### config.mk
export PLATFORM = sky130hd
export DESIGN_NAME = ra_alarm_timer
export DESIGN_NICKNAME = d
export VERILOG_FILES = /design/src/ra_pkg.sv /design/src/ra_alarm_timer.sv
export SDC_FILE = /design/constraint.sdc
export NUM_CORES = 1
export LEC_CHECK = 0
export BUFFER_PORTS_ARGS = -buffer_cell sky130_fd_sc_hd__buf_2
export CAP_MARGIN = 20
export CORE_AREA = 2 2 74 105
export DETAILED_ROUTE_END_ITERATION = 6
export DIE_AREA = 0 0 76 107
export GPL_ROUTABILITY_DRIVEN = 0
export GPL_TIMING_DRIVEN = 0
export PLACE_DENSITY_LB_ADDON = 0.1
export SLEW_MARGIN = 20
export SYNTH_ARGS = -nofsm -noshare
export SYNTH_HDL_FRONTEND = slang
export SYNTH_SLANG_ARGS = --single-unit
### constraint.sdc
create_clock -name mclk_i -period 4.2 [get_ports mclk_i]
set_clock_uncertainty 0.15 [all_clocks]
set_input_delay 0.42 -clock mclk_i [delete_from_list [all_inputs] [get_ports mclk_i]]
set_output_delay 0.42 -clock mclk_i [all_outputs]
set_load 0.05 [all_outputs]
### src/ra_pkg.sv
// constants for the alarm-2, alarm-1 year and countdown register block
package ra_pkg;

    // ------------------------------------------------------------
    // register offsets
    // ------------------------------------------------------------
    localparam logic [7:0] ADDR_A1_YEAR   = 8'h12;
    localparam logic [7:0] ADDR_A2_MIN    = 8'h13;
    localparam logic [7:0] ADDR_A2_HOUR   = 8'h14;
    localparam logic [7:0] ADDR_A2_DAYDT  = 8'h15;
    localparam logic [7:0] ADDR_CNT_CUR   = 8'h16;
    localparam logic [7:0] ADDR_CNT_LOAD  = 8'h17;

    // ------------------------------------------------------------
    // field positions and reset values
    // ------------------------------------------------------------
    localparam int         MASK_BIT       = 7;    // mask in every alarm-2 reg
    localparam int         DYDT_BIT       = 6;    // weekday/monthday select
    localparam logic [7:0] HOUR_WR_MASK   = 8'hbf; // bit 6 unused in hours
    localparam logic [7:0] RESET_VAL      = 8'h00; // every register resets 0
    localparam logic [7:0] READ_UNMAPPED  = 8'h00; // answer to other offsets
    localparam logic [7:0] CNT_ONE        = 8'h01;

endpackage : ra_pkg

### src/ra_alarm_timer.sv
// alarm-2 compare, alarm-1 year compare and countdown timer registers
`timescale 1ns/1ps

module ra_alarm_timer #(
    parameter int DW = 8                           // register data width
) (
    // clock and reset
    input  wire logic          mclk_i,
    input  wire logic          rst_n_i,
    // register port from the serial interface engine
    input  wire logic [7:0]    reg_addr_i,
    input  wire logic          reg_wr_i,
    input  wire logic          reg_rd_i,
    input  wire logic [DW-1:0] reg_wdata_i,
    output logic      [DW-1:0] reg_rdata_o,
    // timekeeping values, BCD
    input  wire logic          sec_rollover_i,     // seconds went to 00
    input  wire logic [7:0]    time_min_i,
    input  wire logic [7:0]    time_hour_i,
    input  wire logic [7:0]    time_date_i,
    input  wire logic [7:0]    time_weekday_i,
    input  wire logic [7:0]    time_year_i,
    // interrupt control
    input  wire logic          alarm2_irq_enable_i,
    input  wire logic          alarm1_year_mask_i,
    // countdown control
    input  wire logic          timer_enable_i,
    input  wire logic          timer_repeat_i,
    input  wire logic          timer_tick_i,       // one pulse per timer step
    // results
    output logic               alarm2_event_o,     // alarm-2 match pulse
    output logic               alarm2_irq_o,       // interrupt request pulse
    output logic               year_match_o,       // year term for alarm 1
    output logic               timer_expire_o      // count reached zero
);

    // ------------------------------------------------------------
    // register storage
    // ------------------------------------------------------------
    logic [DW-1:0] alarm1_year_compare;     // year tens 7:4, units 3:0
    logic [DW-1:0] alarm2_minute_compare;   // mask, tens 6:4, units 3:0
    logic [DW-1:0] alarm2_hour_compare;     // mask, tens 5:4, units 3:0
    logic [DW-1:0] alarm2_daydate_compare;  // mask, select, tens, units
    logic [DW-1:0] countdown_current_value; // running count
    logic [DW-1:0] countdown_reload_value;  // value loaded at zero

    // decoded fields
    logic          alarm2_minute_mask;
    logic          alarm2_hour_mask;
    logic          alarm2_daydate_mask;
    logic          weekday_or_monthday_select;
    logic [1:0]    hour_tens;
    logic          min_eq;
    logic          hour_eq;
    logic          dd_eq;
    logic          alarm2_hit;              // compare result this cycle

    // ------------------------------------------------------------
    // alarm compare and countdown reload registers
    // ------------------------------------------------------------
    // host writes; each register keeps all bits except unused hour bit
    // alarm-2 register decode
    always_ff @(posedge mclk_i)
    begin
        if (!rst_n_i)
        begin
            alarm2_minute_compare  <= ra_pkg::RESET_VAL;
            alarm2_hour_compare    <= ra_pkg::RESET_VAL;
            alarm2_daydate_compare <= ra_pkg::RESET_VAL;
        end
        else if (reg_wr_i)
        begin
            if (reg_addr_i == ra_pkg::ADDR_A2_MIN)
                alarm2_minute_compare <= reg_wdata_i;
            if (reg_addr_i == ra_pkg::ADDR_A2_HOUR)
                alarm2_hour_compare <= reg_wdata_i & ra_pkg::HOUR_WR_MASK;
            if (reg_addr_i == ra_pkg::ADDR_A2_DAYDT)
                alarm2_daydate_compare <= reg_wdata_i;
        end
    end

    // year compare register
    // year register, reset zero
    always_ff @(posedge mclk_i)
    begin
        if (!rst_n_i)
            alarm1_year_compare <= ra_pkg::RESET_VAL;
        else if (reg_wr_i && reg_addr_i == ra_pkg::ADDR_A1_YEAR)
            alarm1_year_compare <= reg_wdata_i;
    end

    // reload register
    // reload value storage
    always_ff @(posedge mclk_i)
    begin
        if (!rst_n_i)
            countdown_reload_value <= ra_pkg::RESET_VAL;
        else if (reg_wr_i && reg_addr_i == ra_pkg::ADDR_CNT_LOAD)
            countdown_reload_value <= reg_wdata_i;
    end

    // ------------------------------------------------------------
    // alarm-2 match logic
    // ------------------------------------------------------------
    assign alarm2_minute_mask  = alarm2_minute_compare[ra_pkg::MASK_BIT];
    assign alarm2_hour_mask    = alarm2_hour_compare[ra_pkg::MASK_BIT];
    assign alarm2_daydate_mask = alarm2_daydate_compare[ra_pkg::MASK_BIT];
    assign weekday_or_monthday_select =
        alarm2_daydate_compare[ra_pkg::DYDT_BIT];
    assign hour_tens = alarm2_hour_compare[5:4];

    // field equality, BCD compare on the used bits only
    always_comb
    begin
        min_eq  = (alarm2_minute_compare[6:0] == time_min_i[6:0]);
        hour_eq = ({hour_tens, alarm2_hour_compare[3:0]}
                   == time_hour_i[5:0]);
        // date when 0, weekday when 1
        if (weekday_or_monthday_select)
            dd_eq = (alarm2_daydate_compare[5:0] == time_weekday_i[5:0]);
        else
            dd_eq = (alarm2_daydate_compare[5:0] == time_date_i[5:0]);
    end

    // each field passes when masked or equal; all-masked fires each minute
    // masked fields ignored
    assign alarm2_hit = (alarm2_minute_mask  || min_eq)
                     && (alarm2_hour_mask    || hour_eq)
                     && (alarm2_daydate_mask || dd_eq);

    // evaluated only on the rollover pulse; one-cycle result pulses
    // sample at seconds rollover
    always_ff @(posedge mclk_i)
    begin
        if (!rst_n_i)
        begin
            alarm2_event_o <= 1'b0;
            alarm2_irq_o   <= 1'b0;
        end
        else
        begin
            alarm2_event_o <= sec_rollover_i && alarm2_hit;
            alarm2_irq_o   <= sec_rollover_i && alarm2_hit
                              && alarm2_irq_enable_i;
        end
    end

    // ------------------------------------------------------------
    // alarm-1 year term
    // ------------------------------------------------------------
    // year matters only when unmasked
    always_ff @(posedge mclk_i)
    begin
        if (!rst_n_i)
            year_match_o <= 1'b0;
        else
            year_match_o <= alarm1_year_mask_i
                            || (alarm1_year_compare == time_year_i);
    end

    // ------------------------------------------------------------
    // countdown timer
    // ------------------------------------------------------------
    // while disabled the count follows the reload value, so enabling
    // starts from it; host writes to the count offset are ignored
    // count changes only by the timer or by following the reload value
    always_ff @(posedge mclk_i)
    begin
        if (!rst_n_i)
            countdown_current_value <= ra_pkg::RESET_VAL;
        else if (!timer_enable_i)
            countdown_current_value <= countdown_reload_value;
        else if (timer_tick_i)
        begin
            // reload at zero in repeat mode
            if (countdown_current_value == ra_pkg::RESET_VAL)
            begin
                if (timer_repeat_i)
                    countdown_current_value <= countdown_reload_value;
            end
            else
                countdown_current_value <= countdown_current_value
                                           - ra_pkg::CNT_ONE;
        end
    end

    // pulse when the count steps from one to zero
    always_ff @(posedge mclk_i)
    begin
        if (!rst_n_i)
            timer_expire_o <= 1'b0;
        else
            timer_expire_o <= timer_enable_i && timer_tick_i
                && countdown_current_value == ra_pkg::CNT_ONE;
    end

    // ------------------------------------------------------------
    // register read-back
    // ------------------------------------------------------------
    // read data registered, valid the cycle after reg_rd_i
    always_ff @(posedge mclk_i)
    begin
        if (!rst_n_i)
            reg_rdata_o <= ra_pkg::RESET_VAL;
        else if (reg_rd_i)
        begin
            unique case (reg_addr_i)
                ra_pkg::ADDR_A1_YEAR:  reg_rdata_o <= alarm1_year_compare;
                ra_pkg::ADDR_A2_MIN:   reg_rdata_o <= alarm2_minute_compare;
                ra_pkg::ADDR_A2_HOUR:  reg_rdata_o <= alarm2_hour_compare;
                ra_pkg::ADDR_A2_DAYDT: reg_rdata_o <= alarm2_daydate_compare;
                ra_pkg::ADDR_CNT_CUR:  reg_rdata_o <= countdown_current_value;
                ra_pkg::ADDR_CNT_LOAD: reg_rdata_o <= countdown_reload_value;
                default:               reg_rdata_o <= ra_pkg::READ_UNMAPPED;
            endcase
        end
    end

    // ------------------------------------------------------------
    // assertions
    // ------------------------------------------------------------
    // interrupt needs enable
    chk_irq_gated: assert property (@(posedge mclk_i)
        disable iff (!rst_n_i)
        alarm2_irq_o |-> alarm2_event_o && $past(alarm2_irq_enable_i))
        else $error("alarm-2 interrupt without event or enable");

    chk_event_at_rollover: assert property (@(posedge mclk_i)
        disable iff (!rst_n_i)
        alarm2_event_o |-> $past(sec_rollover_i))
        else $error("alarm-2 event outside seconds rollover");

    chk_all_masked_fires: assert property (@(posedge mclk_i)
        disable iff (!rst_n_i)
        sec_rollover_i && alarm2_minute_mask && alarm2_hour_mask
        && alarm2_daydate_mask |=> alarm2_event_o)
        else $error("fully masked alarm-2 did not fire");

    chk_minute_mismatch: assert property (@(posedge mclk_i)
        disable iff (!rst_n_i)
        sec_rollover_i && !alarm2_minute_mask
        && alarm2_minute_compare[6:0] != time_min_i[6:0]
        |=> !alarm2_event_o)
        else $error("alarm-2 fired on minute mismatch");

    chk_date_select: assert property (@(posedge mclk_i)
        disable iff (!rst_n_i)
        sec_rollover_i && !alarm2_daydate_mask && !weekday_or_monthday_select
        && alarm2_daydate_compare[5:0] != time_date_i[5:0]
        |=> !alarm2_event_o)
        else $error("alarm-2 fired on date mismatch");

    chk_hour_bit6_zero: assert property (@(posedge mclk_i)
        disable iff (!rst_n_i)
        reg_rd_i && reg_addr_i == ra_pkg::ADDR_A2_HOUR
        |=> reg_rdata_o[6] == 1'b0)
        else $error("unused hour bit read as one");

    chk_count_readonly: assert property (@(posedge mclk_i)
        disable iff (!rst_n_i)
        reg_wr_i && reg_addr_i == ra_pkg::ADDR_CNT_CUR && timer_enable_i
        && !timer_tick_i |=> $stable(countdown_current_value))
        else $error("write changed the running count");

    chk_repeat_reload: assert property (@(posedge mclk_i)
        disable iff (!rst_n_i)
        timer_enable_i && timer_repeat_i && timer_tick_i
        && countdown_current_value == ra_pkg::RESET_VAL
        |=> countdown_current_value == $past(countdown_reload_value))
        else $error("count not reloaded at zero");

    chk_year_masked: assert property (@(posedge mclk_i)
        disable iff (!rst_n_i)
        alarm1_year_mask_i |=> year_match_o)
        else $error("masked year term not true");

    chk_year_reset: assert property (@(posedge mclk_i)
        $past(!rst_n_i) |-> alarm1_year_compare == ra_pkg::RESET_VAL)
        else $error("year compare not zero after reset");

    cov_alarm_irq: cover property (@(posedge mclk_i) disable iff (!rst_n_i)
        alarm2_irq_o);
    cov_weekday_hit: cover property (@(posedge mclk_i) disable iff (!rst_n_i)
        alarm2_event_o && weekday_or_monthday_select && !alarm2_daydate_mask);
    cov_timer_reload: cover property (@(posedge mclk_i) disable iff (!rst_n_i)
        timer_expire_o ##[1:300] timer_expire_o);

endmodule : ra_alarm_timer

==> flow_summary.ini, run 1 <==
[run_status]
status = completed

[yosys]
syn_nets = 411
synth_seq_cells = 59
yosysTopAreaCell = dfxtp_1
yosysSeqAreaShare = 0.373
synth_edf_count = 0
synth_warnings = 0
avgSynthCellArea_sq_um = 9.27
async_flop_share = 0
syn_inst = 342
synth_top_area_share = 0.373
synth-main-ff-cell = dfxtp_1
netlist_area_sq_mm = 0.00317
yosysMostFrequentCell = dfxtp_1
synth_area_leaders = dfxtp_1 (37%), mux2i_1 (14%), nand2_1 (4.6%)
synth_common_cells = dfxtp_1 (59), mux2i_1 (44), nand2_1 (39)
synthDistinctLibCells = 52

[timing]
fin_setup_tns_ns = 0
setup_viol_count_final = 0
whs_ns = 0.141
post-route-period-util = 0.495
drv_slew = 0
hold_viol = 0
slew_headroom = 0.621
rsz0062_at_grt = no
tightest_slew_ns = 0.568
max_freq_mhz = 481
min_period_ns = 2.08

[cells_and_area]
register_area_sq_mm = 0.00118
final_cell_area_sq_mm = 0.00388
multi_input_area_sq_mm = 0.00186
areaGrowthSynthToFinish_pct = 22.3
n_fill_cell = 702
drive_gt1_frac = 0.266
diodes = 0
finish.utilization = 0.540
finalNetCount = 489

[clock_network]
postCtsSetupRepairBufs = 0
cts.clk_slew.worst_paths_ns = 0.07
cts-root-buf = clkbuf_8
postCtsResizedCells = 0
holdBufCountCts = 0
htreeDepth = 3
cts_tree = done
cts_inserted_buffers = 9
clockBufferDepth = 2
clock_insertion_delay_worst_skew_ns = 0.35
clock_sinks = 59

[drt]
avgRoutedWirePerCell_um = 17.0
detail-route-antenna-nets = 0
drc_errors = 0
drtIter0Drc = 206
dr.pass1.iters = 4
route.vias.total = 2801
wirelength_um = 8870
viasPerCell = 5.37

[global_route]
overflow = 0
grt_pass1_wl_um = 13800
grt_pass1_vias = 2731
antenna_found_initial = 0
grt_usage = 0.223
grt_max_degree = 12

[setup_path]
path_buf_inv = 1
worstPathArrival_ns = 2.21
crit_fanout = 9
worst_setup_path_start_kind = register
endpoint_kind = register
cp.required_ns = 4.33
path_class = register to register
cp_slowest_cell = or3b_2
path_cells = inv_1 > ha_1 > nand3_2 > nand3_1 > or3b_2 > a31oi_1
critical_path.top_delay_family = simple AND/OR/NAND/NOR gates
cpPeakStageDelay_ns = 0.50

[run]
max-cap-violations = 0

[pwr]
p_leak_nw = 1.57
total_power_mw = 1.96
ir_drop_mv = 0.428
p_per_area_mw_per_mm2 = 506

[floorplan]
pin_count = 78
die_x_um = 76
initial_utilization = 0.442
coreArea_sq_mm = 0.00718
dieArea_sq_mm = 0.00813
dieHeight_um = 107
std_cell_rows = 37

[placement]
portBuffers = 67
dp.final_hpwl_um = 6880
placed_area_sq_mm = 0.00363

[worst_hold_path]
hp-class = input port to register
final cells by class:
class,count,share of cell area
buffer,19,0.0278
tap,97,0.0313
clock inverter,6,0.0291
clock buffer,10,0.0355
sequential,59,0.305
multi-input combinational,259,0.480
timing repair buffer,67,0.0865
inverter,5,0.00484
state kept, by name (all words and copies together), names as in the netlist:
| name | cells |
|---|---|
| alarm1_year_compare | 8 |
| alarm2_daydate_compare | 8 |
| alarm2_event_o | 1 |
| alarm2_hour_compare | 7 |
| alarm2_irq_o | 1 |
| alarm2_minute_compare | 8 |
| countdown_current_value | 8 |
| countdown_reload_value | 8 |
| reg_rdata_o | 8 |
| timer_expire_o | 1 |
| year_match_o | 1 |
report_power, final:
group          leakage, nW  switching (mW)  internal [mW]
Sequential           0.476          0.0671          0.596
Clock                0.115           0.240          0.410
Combinational        0.984           0.355          0.295
Total                 1.57           0.662           1.30
per-layer routing:
| layer | global-route usage | vias to the layer above | wire length (um) | share of wire |
|---|---|---|---|---|
| li1 | - | 1382 | - | - |
| met1 | 0.247 | 1319 | 3580 | 0.40 |
| met2 | 0.411 | 86 | 4650 | 0.52 |
| met3 | 0.0497 | 14 | 466 | 0.053 |
| met4 | 0.0948 | 0 | 177 | 0.020 |
| met5 | 0 | - | 0 | 0 |
worst reg2reg max path, stage by stage (launching register included):
cell	delay, ns
dfxtp_1	0.45
inv_1	0.12
ha_1	0.23
nand3_2	0.19
nand3_1	0.21
or3b_2	0.50
a31oi_1	0.15
cell usage in the layout (no fill, tap or decap), types with 6 or more instances in the layout:
cell type,count
a22oi_1,6
nor2_1,32
mux2i_1,44
clkbuf_8,11
a21oi_1,11
nand2_1,39
xor2_1,15
clkbuf_1,8
o21ai_0,19
buf_2,75
xnor2_1,12
dfxtp_1,59
mux2_2,6
nand3_1,14
logic make-up (layout without fill, tap and decap cells):
family | Yosys count | in the layout | synth area share
DFF | 59 | 59 | 0.373
buffers and inverters | 24 | 107 | 0.0399
muxes | 55 | 55 | 0.197
and+or+nand+nor | 119 | 119 | 0.193
AOI/OAI and AO/OA | 55 | 55 | 0.111
xor gates and xnor gates | 27 | 27 | 0.0746
adders and majority gates | 3 | 3 | 0.0118
path summary, 6_finish.rpt:
check,startpoint,cells after the start,slack (ns),to
worst max-delay path,countdown_current_value[1]$_SDFFE_PN0P_,6,2.12,countdown_current_value[2]$_SDFFE_PN0P_
worst min-delay path,alarm1_year_mask_i,3,0.14,year_match_o$_SDFF_PN0_
worst max register to register,countdown_current_value[1]$_SDFFE_PN0P_,6,2.12,countdown_current_value[2]$_SDFFE_PN0P_
worst min register to register,reg_rdata_o[3]$_SDFFE_PN0P_,2,0.30,reg_rdata_o[3]$_SDFFE_PN0P_
stage by stage:
stage | instances | worst slack (ns)
after floorplan | 342 | 2.39
after global placement | 506 | 1.95
after detailed placement | 506 | 1.95
after CTS | 522 | 2.11
after global routing | 522 | 1.99
final | 522 | 2.12
No activity file was read; power rests on OpenSTA's default activity.
==> run 2, diff against run 1 <==
clock period = 1.65 ns   (was 4.2 ns; I/O delays follow)
==> flow_summary.ini, run 2 (synthesized netlist as in run 1, its figures left out) <==
[placement]
portBuffers = 67
dp.final_hpwl_um = 6940
placed_area_sq_mm = 0.00364
dp_slack_ns = -0.389
dp.cells = 506

[global_route]
grt_usage = 0.235
grt_pass1_vias = 2912
grt_pass1_wl_um = 14700
overflow = 0
antenna_found_initial = 0
grt_max_degree = 12

[timing]
setup_viol_count_final = 8
fin_setup_tns_ns = -0.863
max_freq_mhz = 544
hold_viol = 0
slew_headroom = 0.570
tightest_slew_ns = 0.646
setup_slack_ns = -0.188
post-route-period-util = 1.11
min_period_ns = 1.84
drv_slew = 0
rsz0062_at_grt = yes

[floorplan]
dieArea_sq_mm = 0.00813
initial_utilization = 0.442
dieHeight_um = 107
pin_count = 78
die_x_um = 76
std_cell_rows = 37
coreArea_sq_mm = 0.00718

[cells_and_area]
final_cell_mix = buf_2 (74), dfxtp_1 (52), mux2i_1 (43), nand2_1 (38), nor2_1 (32)
final_cells = 544
areaGrowthSynthToFinish_pct = 31.9
final_common_cell = buf_2
final_cell_area_sq_mm = 0.00418
diodes = 0
finalNetCount = 511
drive_gt1_frac = 0.324
n_fill_cell = 676

[setup_path]
r2r-end = countdown_current_value[7]$_SDFFE_PN0P_
cp_slowest_cell = or4_4
path_cells = or4_4 > nor4_4 > or3b_1 > a31oi_1
worstPathArrival_ns = 1.96
r2r_slack_ns = -0.19
cp.required_ns = 1.77
cpPeakStageDelay_ns = 0.57
endpoint_kind = register
path_class = register to register
crit_fanout = 4
r2r_start = countdown_current_value[1]$_SDFFE_PN0P_
reg2reg_depth = 4
worst_setup_path_start_kind = register

[clock_network]
clockBufferDepth = 2
cts_tree = done
cts_inserted_buffers = 9
htreeDepth = 3
cts-root-buf = clkbuf_8
clock_sinks = 59
clock_insertion_delay_worst_skew_ns = 0.35
cts.clk_slew.worst_paths_ns = 0.07

[drt]
wirelength_um = 9470
drc_errors = 0
drtIter0Drc = 141
viasPerCell = 5.35
detail-route-antenna-nets = 0
route.vias.total = 2911
dr.pass1.iters = 4
avgRoutedWirePerCell_um = 17.4

[worst_hold_path]
whs_path_depth = 3
hp-class = input port to register
hold_path_end = alarm2_daydate_compare[5]$_SDFFE_PN0P_
hp-start = reg_wdata_i[5]

[pwr]
total_power_mw = 6.03
p_per_area_mw_per_mm2 = 1440
p_leak_nw = 1.70
ir_drop_mv = 1.76

[run_status]
violations = setup timing
status = complete, but fails checks

[run]
max-cap-violations = 0
-- run 2: how the worst max path moves through the flow --
stage               slack [ns]                               startpoint                                      end
global route             -0.24  countdown_current_value[1]$_SDFFE_PN0P_  countdown_current_value[5]$_SDFFE_PN0P_
floorplan                -0.09  countdown_current_value[1]$_SDFFE_PN0P_  countdown_current_value[7]$_SDFFE_PN0P_
CTS                      -0.18  countdown_current_value[1]$_SDFFE_PN0P_  countdown_current_value[7]$_SDFFE_PN0P_
global placement         -0.35                            reg_addr_i[3]   countdown_reload_value[6]$_SDFFE_PN0P_
finish                   -0.19  countdown_current_value[1]$_SDFFE_PN0P_  countdown_current_value[7]$_SDFFE_PN0P_
detailed placement       -0.39                            reg_addr_i[3]   countdown_reload_value[6]$_SDFFE_PN0P_
-- run 2: final cells by class --
type                            count  area (sq um)  share of cell area
Buffer                             18          95.1              0.0227
Clock buffer                       10           138              0.0329
Clock inverter                      6          88.8              0.0213
Inverter                            5          18.8             0.00449
Multi-Input combinational cell    259          1970               0.470
Sequential cell                    59          1200               0.286
Tap cell                           97           121              0.0290
Timing Repair Buffer               90           556               0.133
-- run 2: power by group --
part | internal, mW | switching (mW)
Combinational | 1.54 | 1.25
Clock | 0.890 | 0.622
Sequential | 1.54 | 0.176
Total | 3.98 | 2.05
-- run 2: worst max-delay path: cells and delay by family (launching register included) --
family | cells | cell delay (ns)
AO/OA/AOI/OAI | 1 | 0.16
flip-flops | 1 | 0.35
AND/OR/NAND/NOR | 3 | 1.10
-- run 2: per-layer routing --
layer  vias up  track usage  share of wire
met2        67        0.434           0.53
met1      1405        0.263           0.41
li1       1424            -              -
met3        15       0.0488          0.035
met4         0       0.0961          0.022
met5         -            0              0
-- run 2: per-stage QoR --
step	utilization	hold WS [ns]
global placement	0.507	0.224
floorplan	-	0.132
CTS	0.574	0.00236
global route	0.583	0.0135
detailed placement	0.507	0.231
finish	0.583	0.0127
-- run 2: timing repair --
action	CTS	global route
endpoints found under the hold margin	27	0
hold buffers	11	0
pin swaps	9	7
resized for setup	22	9
setup buffers	11	1
setup endpoints to repair	12	38
==> run 3, diff against run 2 <==
CAP_MARGIN = 25   (was 20)
SKIP_LAST_GASP = 1   (was unset)
==> flow_summary.ini, run 3 (synthesized netlist as in run 1, its figures left out) <==
[pwr]
p_per_area_mw_per_mm2 = 1460
p_leak_nw = 1.71
ir_drop_mv = 1.93

[timing]
hold_viol = 0
min_period_ns = 1.84
post-route-period-util = 1.11
rsz0062_at_grt = yes
setup_slack_ns = -0.187
tightest_slew_ns = 0.630
slew_headroom = 0.580
drv_slew = 0
setup_viol_count_final = 10
fin_setup_tns_ns = -0.890
max_freq_mhz = 544

[placement]
portBuffers = 67
dp.final_hpwl_um = 6940

[global_route]
overflow = 0
grt_usage = 0.236
grt_pass1_vias = 2913
grt_max_degree = 12
grt_pass1_wl_um = 14700
antenna_found_initial = 0

[run]
max-cap-violations = 0

[cells_and_area]
final_cell_mix = buf_2 (74), dfxtp_1 (53), mux2i_1 (43), nand2_1 (38), nor2_1 (32)
n_fill_cell = 662
areaGrowthSynthToFinish_pct = 33.2
finalNetCount = 512
finish.utilization = 0.588
final_common_cell = buf_2
diodes = 0
drive_gt1_frac = 0.328

[floorplan]
die_x_um = 76
pin_count = 78
initial_utilization = 0.442
dieHeight_um = 107
dieArea_sq_mm = 0.00813
coreArea_sq_mm = 0.00718
std_cell_rows = 37

[setup_path]
r2r_start = countdown_current_value[1]$_SDFFE_PN0P_
worst_setup_path_start_kind = register
reg2reg_depth = 4
worstPathArrival_ns = 1.96
cp.required_ns = 1.78
endpoint = countdown_current_value[7]$_SDFFE_PN0P_
path_class = register to register
crit_start = countdown_current_value[1]$_SDFFE_PN0P_
r2r_slack_ns = -0.19
endpoint_kind = register
r2r-end = countdown_current_value[7]$_SDFFE_PN0P_
crit_fanout = 4

[drt]
avgRoutedWirePerCell_um = 17.4
detail-route-antenna-nets = 0
viasPerCell = 5.39
route.vias.total = 2938
dr.pass1.iters = 5
drc_errors = 0
drtIter0Drc = 175
wirelength_um = 9510

[run_status]
status = complete, but fails checks
violations = setup timing

[clock_network]
clock_sinks = 59
clockBufferDepth = 2
cts_inserted_buffers = 9
clock_insertion_delay_worst_skew_ns = 0.35
cts.clk_slew.worst_paths_ns = 0.07
htreeDepth = 3
cts-root-buf = clkbuf_8
cts_tree = done

[worst_hold_path]
hp-class = input port to register
-- run 3: cell count changes in the layout (fill, tap and decap cells not counted), sizes merged --
cell	before	now
buf	88	89
-- run 3: metrics by stage --
stage	worst slack, ns	std cells	power (mW)	hold WS, ns	cell area (sq um)
3_5_place_dp	-0.389	506	3.42	0.231	3640
4_1_cts	-0.184	543	5.80	0.00236	4110
5_1_grt	-0.246	545	6.45	0.0135	4220
3_3_place_gp	-0.349	506	3.41	0.224	3640
6_report	-0.187	545	6.16	0.0135	4220
2_1_floorplan	-0.0866	342	3.03	0.132	3180
-- run 3: report_power, final --
| part | total [mW] | leakage [nW] | internal (mW) | switching, mW |
|---|---|---|---|---|
| clock network | 1.51 | 0.108 | 0.890 | 0.621 |
| logic | 2.93 | 1.12 | 1.62 | 1.31 |
| registers | 1.72 | 0.480 | 1.55 | 0.169 |
-- run 3: worst max-delay path: stages (launching register included) --
cell,delay [ns]
dfxtp_4,0.36
or4_4,0.56
nor4_4,0.17
or3b_1,0.36
a31oi_1,0.16
-- run 3: layout make-up --
type                            count  area, sq um  area share
Buffer                             18         95.1      0.0225
Clock buffer                       10          138      0.0326
Clock inverter                      6         88.8      0.0210
Inverter                            5         18.8     0.00444
Multi-Input combinational cell    259         2000       0.473
Sequential cell                    59         1200       0.284
Tap cell                           97          121      0.0287
Timing Repair Buffer               91          563       0.133
-- run 3: what timing repair did --
action                                 CTS  global route
hold buffers                            11             0
pin swaps                                8             9
resized for setup                       18            18
setup endpoints to repair               12            38
buffers inserted                        11             3
endpoints found under the hold margin   27             0
-- run 3: per-layer routing --
| layer | track usage | up-vias | part of all wire |
|---|---|---|---|
| met4 | 0.0987 | 0 | 0.027 |
| met1 | 0.263 | 1419 | 0.42 |
| li1 | - | 1429 | - |
| met2 | 0.434 | 70 | 0.52 |
| met5 | 0 | - | 0 |
| met3 | 0.0488 | 20 | 0.033 |
-- run 3: worst min path at each step --
stage,start,endpoint,cells past startpoint
global route,reg_wdata_i[5],alarm2_daydate_compare[5]$_SDFFE_PN0P_,3
global placement,alarm1_year_mask_i,year_match_o$_SDFF_PN0_,3
floorplan,alarm1_year_mask_i,year_match_o$_SDFF_PN0_,2
finish,reg_wdata_i[5],alarm2_daydate_compare[5]$_SDFFE_PN0P_,3
detailed placement,alarm1_year_mask_i,year_match_o$_SDFF_PN0_,3
CTS,reg_wdata_i[5],alarm2_daydate_compare[5]$_SDFFE_PN0P_,3
